--- src/verilog/pda_pkg.sv ---
// Shared constants for the port direction and access block.
package pda_pkg;

  // Access widths presented by the CPU core.
  typedef enum logic [1:0] {
    W_BIT  = 2'b00,
    W_NIB  = 2'b01,
    W_BYTE = 2'b10
  } pda_width_t;

  // Operations presented by the CPU core.
  typedef enum logic [2:0] {
    OP_RD   = 3'b000,
    OP_WR   = 3'b001,
    OP_XCH  = 3'b010,
    OP_INC  = 3'b011,
    OP_SET  = 3'b100,
    OP_CLR  = 3'b101,
    OP_TCLR = 3'b110
  } pda_op_t;

  // Data memory addresses of the ports and the direction registers.
  localparam logic [7:0]  PORT_PAGE    = 8'hff;
  localparam logic [3:0]  PORT_LAST    = 4'h8;
  localparam logic [3:0]  PORT_FIRST_IO = 4'h2;
  localparam logic [11:0] PAIR_ADDR    = 12'hff4;
  localparam logic [11:0] DIR_A_ADDR   = 12'hfe8;
  localparam logic [11:0] DIR_B_ADDR   = 12'hfec;
  localparam logic [11:0] DIR_C_ADDR   = 12'hfee;

  // Bank that opens nibble and byte access when banking is enabled.
  localparam logic [3:0]  PORT_BANK    = 4'hf;

  // Field positions inside the direction registers.
  localparam int DIRA_P3_LSB = 0;
  localparam int DIRA_P6_LSB = 4;
  localparam int DIRB_P2     = 2;
  localparam int DIRB_P4     = 4;
  localparam int DIRB_P5     = 5;
  localparam int DIRB_P7     = 7;
  localparam int DIRC_P8     = 0;

  // Reset values of the direction registers and output latches.
  localparam logic [7:0]  DIR_RESET    = 8'h00;
  localparam logic [27:0] LATCH_RESET  = 28'h0000000;

endpackage

--- src/verilog/pda_latch_bank.sv ---
`timescale 1ns/100ps
// Output latches of ports 2 to 8, four bits per port, bit-writable.
module pda_latch_bank #(
  parameter int WIDTH = 28
) (
  input  wire logic             clk,
  input  wire logic             rstN,
  input  wire logic [WIDTH-1:0] we,
  input  wire logic [WIDTH-1:0] wd,
  output logic      [WIDTH-1:0] q
);

  // Each bit updates only when its own enable is set, so a bit write
  // leaves the neighbouring latch bits untouched.
  always_ff @(posedge clk or negedge rstN) begin
    if (!rstN) begin
      q <= pda_pkg::LATCH_RESET[WIDTH-1:0];
    end else begin
      q <= (q & ~we) | (wd & we);
    end
  end

endmodule

--- src/verilog/pda_top.sv ---
`timescale 1ns/100ps
module pda_top (
  input  wire logic        mclk,
  input  wire logic        nrst,
  input  wire logic        accValid,
  input  wire logic [1:0]  accWidth,
  input  wire logic [2:0]  accOp,
  input  wire logic [11:0] accAddr,
  input  wire logic [1:0]  accBit,
  input  wire logic        bitIndirect,
  input  wire logic [3:0]  lowIndex,
  input  wire logic [7:0]  wrData,
  input  wire logic        bank_enable_flag,
  input  wire logic [3:0]  bank_select_field,
  input  wire logic [35:0] pinIn,
  output logic      [7:0]  rdData,
  output logic             accAck,
  output logic             accSkip,
  output logic      [27:0] pinOut,
  output logic      [27:0] pinOe
);

  logic        rstMeta;          // First reset synchroniser stage.
  logic        rstN;             // Synchronised active-low reset.
  logic [7:0]  port_dir_group_a; // Per-pin direction of ports 3 and 6.
  logic [7:0]  port_dir_group_b; // Per-port direction of 2, 4, 5, 7.
  logic [7:0]  port_dir_group_c; // Direction of port 8.
  logic [27:0] latchQ;           // Output latches of ports 2 to 8.
  logic [27:0] latchWe;          // Per-bit latch write enables.
  logic [27:0] latchWd;          // Per-bit latch write data.

  // Reset is released through two flops so that every flop leaves reset
  // on the same edge; assertion is still immediate.
  always_ff @(posedge mclk or negedge nrst) begin
    if (!nrst) begin
      rstMeta <= 1'b0;
      rstN    <= 1'b0;
    end else begin
      rstMeta <= 1'b1;
      rstN    <= rstMeta;
    end
  end

  // Address decode. Indirect bit mode swaps in the index register.
  wire        isBit   = accWidth == pda_pkg::W_BIT;
  wire        isNib   = accWidth == pda_pkg::W_NIB;
  wire        isByte  = accWidth == pda_pkg::W_BYTE;
  wire        useInd  = isBit && bitIndirect;
  wire [11:0] effAddr = useInd ? {accAddr[11:2], lowIndex[3:2]}
                               : accAddr;
  wire [1:0]  effBit  = useInd ? lowIndex[1:0] : accBit;
  wire [3:0]  portNo  = effAddr[3:0];
  wire        isPort  = effAddr[11:4] == pda_pkg::PORT_PAGE &&
                        portNo <= pda_pkg::PORT_LAST;
  wire        isIo    = portNo >= pda_pkg::PORT_FIRST_IO;
  wire        bankOk  = !bank_enable_flag ||
                        bank_select_field == pda_pkg::PORT_BANK;
  wire        bitHit  = accValid && isBit && isPort;
  wire        nibHit  = accValid && isNib && bankOk && isPort;
  wire        byteHit = accValid && isByte && bankOk &&
                        effAddr == pda_pkg::PAIR_ADDR;
  // Direction registers answer to byte accesses only; narrower
  // accesses to their addresses are ignored.
  wire        dirHit  = accValid && isByte && bankOk;
  wire        hitA    = dirHit && effAddr == pda_pkg::DIR_A_ADDR;
  wire        hitB    = dirHit && effAddr == pda_pkg::DIR_B_ADDR;
  wire        hitC    = dirHit && effAddr == pda_pkg::DIR_C_ADDR;
  wire        dirWr   = accOp == pda_pkg::OP_WR;
  wire        anyHit  = bitHit || nibHit || byteHit || hitA || hitB || hitC;

  // Per-pin direction, four bits per port, port n at bits 4n+3..4n.
  wire [35:0] dirBits = {
    2'b00, {2{port_dir_group_c[pda_pkg::DIRC_P8]}},
    {4{port_dir_group_b[pda_pkg::DIRB_P7]}},
    port_dir_group_a[pda_pkg::DIRA_P6_LSB +: 4],
    {4{port_dir_group_b[pda_pkg::DIRB_P5]}},
    {4{port_dir_group_b[pda_pkg::DIRB_P4]}},
    port_dir_group_a[pda_pkg::DIRA_P3_LSB +: 4],
    {4{port_dir_group_b[pda_pkg::DIRB_P2]}},
    8'h00};

  // Read view: latch in output mode, pin level in input mode.
  wire [35:0] latchFull = {latchQ, 8'h00};
  wire [35:0] curVal    = (latchFull & dirBits) |
                          (pinIn & ~dirBits);
  wire [5:0]  nibIdx    = {portNo[3:0], 2'b00};
  wire [5:0]  bitPos    = nibIdx | {4'h0, effBit};
  wire [3:0]  curNib    = curVal[nibIdx +: 4];
  wire        curBitV   = curVal[bitPos];
  wire [7:0]  pairVal   = curVal[23:16];
  wire [3:0]  incNib    = curNib + 4'h1;

  // Latch write enables and data across all nine ports, trimmed to the
  // seven ports that own latches. Ports 0 and 1 never take a write.
  wire        nibWr   = nibHit && isIo && (accOp == pda_pkg::OP_WR ||
                        accOp == pda_pkg::OP_XCH ||
                        accOp == pda_pkg::OP_INC);
  wire        byteWr  = byteHit && (accOp == pda_pkg::OP_WR ||
                        accOp == pda_pkg::OP_XCH);
  wire        bitWr   = bitHit && isIo && accOp != pda_pkg::OP_RD &&
                        accOp != pda_pkg::OP_XCH &&
                        accOp != pda_pkg::OP_INC;
  wire        bitVal  = accOp == pda_pkg::OP_SET ? 1'b1 :
                        accOp == pda_pkg::OP_WR  ? wrData[0] : 1'b0;
  wire [3:0]  nibData = accOp == pda_pkg::OP_INC ? incNib : wrData[3:0];
  wire [35:0] nibMask = 36'h00000000f << nibIdx;
  wire [35:0] bitMask = 36'h000000001 << bitPos;
  wire [35:0] we36    = (nibWr  ? nibMask : 36'h000000000) |
                        (bitWr  ? bitMask : 36'h000000000) |
                        (byteWr ? 36'h000ff0000 : 36'h000000000);
  wire [35:0] wd36    = isBit  ? {36{bitVal}} :
                        isByte ? {12'h000, wrData, 16'h0000} :
                                 {9{nibData}};
  assign latchWe = we36[35:8];
  assign latchWd = wd36[35:8];

  // Answer data for the taken access.
  wire [7:0]  rdNext = isBit  ? {7'h00, curBitV} :
                       hitA   ? port_dir_group_a :
                       hitB   ? port_dir_group_b :
                       hitC   ? port_dir_group_c :
                       isByte ? pairVal : {4'h0, curNib};
  wire        skipNext = nibHit && accOp == pda_pkg::OP_INC &&
                         curNib == 4'hf;

  // Output latches live in their own bank.
  pda_latch_bank #(
    .WIDTH (28)
  ) uLatch (
    .clk  (mclk),
    .rstN (rstN),
    .we   (latchWe),
    .wd   (latchWd),
    .q    (latchQ)
  );

  // Direction registers; reset leaves every port in input mode.
  always_ff @(posedge mclk or negedge rstN) begin
    if (!rstN) begin
      port_dir_group_a <= pda_pkg::DIR_RESET;
      port_dir_group_b <= pda_pkg::DIR_RESET;
      port_dir_group_c <= pda_pkg::DIR_RESET;
    end else begin
      if (hitA && dirWr) begin
        port_dir_group_a <= wrData;
      end
      if (hitB && dirWr) begin
        port_dir_group_b <= wrData;
      end
      if (hitC && dirWr) begin
        port_dir_group_c <= wrData;
      end
    end
  end

  // Pin drivers are registered, so a direction or latch change shows on
  // the pins one cycle after the register that caused it.
  always_ff @(posedge mclk or negedge rstN) begin
    if (!rstN) begin
      pinOut <= pda_pkg::LATCH_RESET;
      pinOe  <= 28'h0000000;
    end else begin
      pinOut <= latchQ;
      pinOe  <= dirBits[35:8];
    end
  end

  // Answer registers: acknowledge, read data and increment skip.
  always_ff @(posedge mclk or negedge rstN) begin
    if (!rstN) begin
      rdData  <= 8'h00;
      accAck  <= 1'b0;
      accSkip <= 1'b0;
    end else begin
      accAck  <= anyHit;
      accSkip <= skipNext;
      if (anyHit) begin
        rdData <= rdNext;
      end
    end
  end

  // Checks of the documented behaviour.
  a_reset_clear: assert property (@(posedge mclk)
    !rstN |-> (pinOe == 28'h0000000 && pinOut == 28'h0000000 &&
               latchQ == 28'h0000000))
    else $error("Pins or latches not cleared in reset.");

  a_dir_reset: assert property (@(posedge mclk)
    !rstN |-> (port_dir_group_a == 8'h00 && port_dir_group_b == 8'h00
               && port_dir_group_c == 8'h00))
    else $error("Direction registers not cleared in reset.");

  a_dir_byte_write: assert property (@(posedge mclk) disable iff (!rstN)
    hitA && dirWr |=> port_dir_group_a == $past(wrData))
    else $error("Direction byte write not taken.");

  a_dir_nib_ignored: assert property (@(posedge mclk) disable iff (!rstN)
    accValid && isNib && effAddr == pda_pkg::DIR_A_ADDR
    |=> $stable(port_dir_group_a))
    else $error("Nibble access changed a direction register.");

  a_oe_port3: assert property (@(posedge mclk) disable iff (!rstN)
    ##1 pinOe[7:4] == $past(port_dir_group_a[3:0]))
    else $error("Port 3 enables do not follow their bits.");

  a_oe_port8: assert property (@(posedge mclk) disable iff (!rstN)
    ##1 pinOe[27:24] == {2'b00, {2{$past(port_dir_group_c[0])}}})
    else $error("Port 8 enables do not follow their bit.");

  a_oe_port5: assert property (@(posedge mclk) disable iff (!rstN)
    ##1 pinOe[15:12] == {4{$past(port_dir_group_b[5])}})
    else $error("Port 5 enables do not follow their bit.");

  a_pin_latch: assert property (@(posedge mclk) disable iff (!rstN)
    ##1 pinOut == $past(latchQ))
    else $error("Pins do not show the output latches.");

  a_bit_any_bank: assert property (@(posedge mclk) disable iff (!rstN)
    accValid && isBit && isPort |=> accAck)
    else $error("Bit access to a port was refused.");

  a_nib_bank_gate: assert property (@(posedge mclk) disable iff (!rstN)
    accValid && isNib && !bankOk |=> !accAck)
    else $error("Nibble access taken outside bank 15.");

  a_pair_write: assert property (@(posedge mclk) disable iff (!rstN)
    byteHit && accOp == pda_pkg::OP_WR |=> latchQ[15:8] == $past(wrData))
    else $error("Byte write did not reach ports 4 and 5.");

  a_ind_bit_set: assert property (@(posedge mclk) disable iff (!rstN)
    bitHit && useInd && isIo && accOp == pda_pkg::OP_SET
    |=> latchFull[$past(bitPos)])
    else $error("Indirect bit set missed its pin.");

  a_inc_skip: assert property (@(posedge mclk) disable iff (!rstN)
    nibHit && accOp == pda_pkg::OP_INC && curNib == 4'hf |=> accSkip)
    else $error("Increment wrap did not skip.");

  a_read_mode: assert property (@(posedge mclk) disable iff (!rstN)
    nibHit && accOp == pda_pkg::OP_RD && portNo == 4'h3
    |=> rdData[3:0] == $past((latchQ[7:4] & dirBits[15:12]) |
                             (pinIn[15:12] & ~dirBits[15:12])))
    else $error("Port read returned the wrong source.");

endmodule

--- config.mk ---
export PLATFORM = sky130hd
export DESIGN_NAME = pda_top
export DESIGN_NICKNAME = d
export VERILOG_FILES = /design/src/verilog/pda_pkg.sv /design/src/verilog/pda_latch_bank.sv /design/src/verilog/pda_top.sv
export SDC_FILE = /design/constraint.sdc
export NUM_CORES = 1
export LEC_CHECK = 0
export BUFFER_PORTS_ARGS = -buffer_cell sky130_fd_sc_hd__buf_2
export CAP_MARGIN = 5
export CORE_ASPECT_RATIO = 2
export CORE_MARGIN = 2
export CORE_UTILIZATION = 53
export DETAILED_ROUTE_END_ITERATION = 8
export PLACE_DENSITY = 0.87
export SYNTH_ARGS = -nofsm -noshare
export SYNTH_HDL_FRONTEND = slang
export SYNTH_SLANG_ARGS = --single-unit
--- constraint.sdc ---
create_clock -name mclk -period 3.73 [get_ports mclk]
set_clock_uncertainty 0.2 [all_clocks]
set_input_delay 0.373 -clock mclk [delete_from_list [all_inputs] [get_ports mclk]]
set_output_delay 0.373 -clock mclk [all_outputs]
set_load 0.02 [all_outputs]
==> flow_summary.toml <==
[grt]
grt_util_all_layers_pct = 32.7
grt_max_degree = 68
grt_pass1_vias = 4978
grt_first_pass_wirelength_um = 26700
grt_overflow = 0
antenna_found_initial = 1

[sta]
post-route-period-util_pct = 89.3
maxSlewHeadroom_pct = 43.0
worst_pin_slew_ns = 0.855
hold_viol = 0
drv_slew = 0
finalSetupTns_ns = 0
fmax_mhz = 300
setup_viol = 0
layout_min_cycle_time_ns = 3.33
rsz0062_at_grt = "no"
final.setup.worst_slack_ns = 0.400

[detailed_routing]
drtIter0Drc = 442
drcViolationCount = 0
num_vias = 4916
routedWlPerCell_um = 21.2
antenna_left = 0
wl_um = 17200
vias_per_cell = 6.07
firstDrtPassIters = 5

[worst_setup_path]
cp-start-kind = "input pin"
rr_startpoint = "port_dir_group_b[5]"
end_kind = "register"
cp.arrival_ns = 3.40
reg2regPathDepth = 11
cpMostUsedCell = "a21oi_1"
crit_type = "input pin to register"
worst_ep_required_time_ns = 3.80
crit_chain = "buf_2, or3b_1, buf_4, a21o_1, buf_12, a2111oi_0, a31oi_1, o211ai_2, ha_1, inv_1, nor3_1, mux2i_1, nand2_1, a21oi_1, a21oi_1"
critPathSlowestCell = "or3b_1"
max_stage_delay_ns = 0.43
crit_fanout = 23
rrSetupSlack_ns = 0.56

[clock_network]
cts.sinks = 105
h-tree-depth = 3
cts_resized = 0
cts_tree = "built"
cts_setup_buffers = 0
clock-root-buffer = "clkbuf_16"
clk_latency_ns = 0.35
cts.clk_slew.worst_paths_ns = 0.07
clk_path_buf_depth = 2
numCtsBuffers = 9

[floorplanning]
die_x_um = 75.7
core_area_um2 = 10100
dieHeight_um = 147
die_area_um2 = 11200
io_pins = 142
start_util_pct = 54.1
fp-row-count = 52

[power]
cellPowerDensity_nw_per_um2 = 376
p_leak_uw = 0.00336
irDropWorstVdd_v = 0.000298

[status]
status = "complete, no violations"

[worst_hold_path]
hp-class = "input pin to register"
min_from = "wrData[5]"
min_to = "port_dir_group_b[5]"
min_path_cells = 2

[synthesis]
synth_ff_type = "dfrtp_1"
synth_warnings = 0
synth_edf_count = 0
ys_async_sr_fraction_pct = 100
synth_most_common_cell = "dfrtp_1"
syn_area_per_cell_um2 = 10.2
synth_top_area_cell = "dfrtp_1"
synth_area_um2 = 5450
synth_cells = 533
ys_seq_area_share_pct = 48.2
ys_ff_latch = 105
ys_types = 59
yosys-top-cells-area = "dfrtp_1, mux2_2, mux2i_1"
synthDominantCellAreaShare_pct = 48.2
synthTopCellsByCount = "dfrtp_1, nand2_1, mux2_2"

[finish]
layout.cells.non_filler = 810
fin_nets = 746
fin_util_pct = 65.9
syn2layout_area_growth_pct = 21.9
regArea_um2 = 2630
fill_cells = 822
drive_above_1_share_pct = 35.2
multi_input_area_um2 = 2550

[flow_run]
maxCapViolCount = 0

[placed_design]
place_worst_setup_slack_ns = 0.0752
portBuffers = 139
dp_cells = 792
dp_hpwl_um = 13300
place.gp.congestion = 0.930
-- worst max-delay path, delay by kind of cell --
kind,cells,cell delay (ns)
adders and majority gates,1,0.23
AOI/OAI and AO/OA,6,1.18
buffers and inverters,4,0.60
muxes,1,0.11
and+or+nand+nor,3,0.89
-- per-stage QoR --
stage	cell area [um2]	hold slack [ns]	power, uW
floorplan	5460	-0.123	1340
global placement	6300	-0.0426	1460
detailed placement	6300	-0.0389	1460
CTS	6650	0.101	2500
global route	6650	0.111	2580
finish	6650	0.104	2500
-- cell families (layout without fill, tap and decap cells) --
family	after synthesis	count (layout)	synth area share [%]
buf+inv	49	189	5.05
simple gates	167	167	14.6
other cells	2	4	0.138
mux	79	79	16.1
compound gates	129	129	15.6
flops	105	105	48.2
xor+xnor	1	1	0.161
fa+ha+maj	1	1	0.229
-- worst max path at each step --
stage	startpoint	endpoint	depth (start not counted)
floorplan	rstN	asynchronous set/reset pin	0
global placement	accWidth[1]	register	11
finish	accWidth[1]	register	15
CTS	accWidth[1]	register	11
detailed placement	accWidth[1]	register	11
global route	accWidth[1]	register	11
-- where the power goes --
part | switching [uW] | total (uW) | internal (uW) | leakage, uW
Clock | 433 | 1050 | 615 | 0.000164
Sequential | 14.2 | 1150 | 1140 | 0.00144
Combinational | 181 | 298 | 117 | 0.00175
Total | 628 | 2500 | 1870 | 0.00336
-- cell type report --
type,instances,area share [%]
clock buffer,10,3.59
timing repair buffer,167,14.0
antenna,1,0.0376
tap,135,2.54
clock inverter,6,1.43
inverter,6,0.339
multi-input combinational,380,38.4
sequential,105,39.6
-- metal layers --
| layer | up-vias | track usage (%) | part of all wire [%] |
|---|---|---|---|
| met4 | 0 | 20.1 | 7.1 |
| met2 | 264 | 55.3 | 53 |
| met1 | 2381 | 36.9 | 35 |
| met5 | - | 0 | 0 |
| met3 | 81 | 5.45 | 5.3 |
| li1 | 2190 | - | - |
-- cells in the final DEF, fill, tap and decap left out, drive strengths merged, types with 2 or more instances in the layout --
| cell | n |
|---|---|
| bufinv | 2 |
| o21ai | 35 |
| nor2 | 32 |
| mux4 | 2 |
| nand4 | 9 |
| nand2 | 63 |
| clkbuf | 10 |
| nand2b | 4 |
| o211ai | 5 |
| a2111oi | 2 |
| a21o | 2 |
| a21oi | 33 |
| o31ai | 13 |
| dfrtp | 105 |
| and3 | 6 |
| nor3 | 13 |
| nor2b | 8 |
| mux2i | 32 |
| conb | 3 |
| nor4 | 2 |
| o21bai | 3 |
| nand3 | 20 |
| a31oi | 12 |
| mux2 | 45 |
| and4bb | 2 |
| buf | 166 |
| inv | 9 |
| a211oi | 18 |
-- what timing repair did --
action                                 CTS  global route
hold buffers                             1             0
endpoints found under the hold margin    2             0
setup endpoints to repair                0             0
Note: power is estimated with default switching activity, not from simulation.
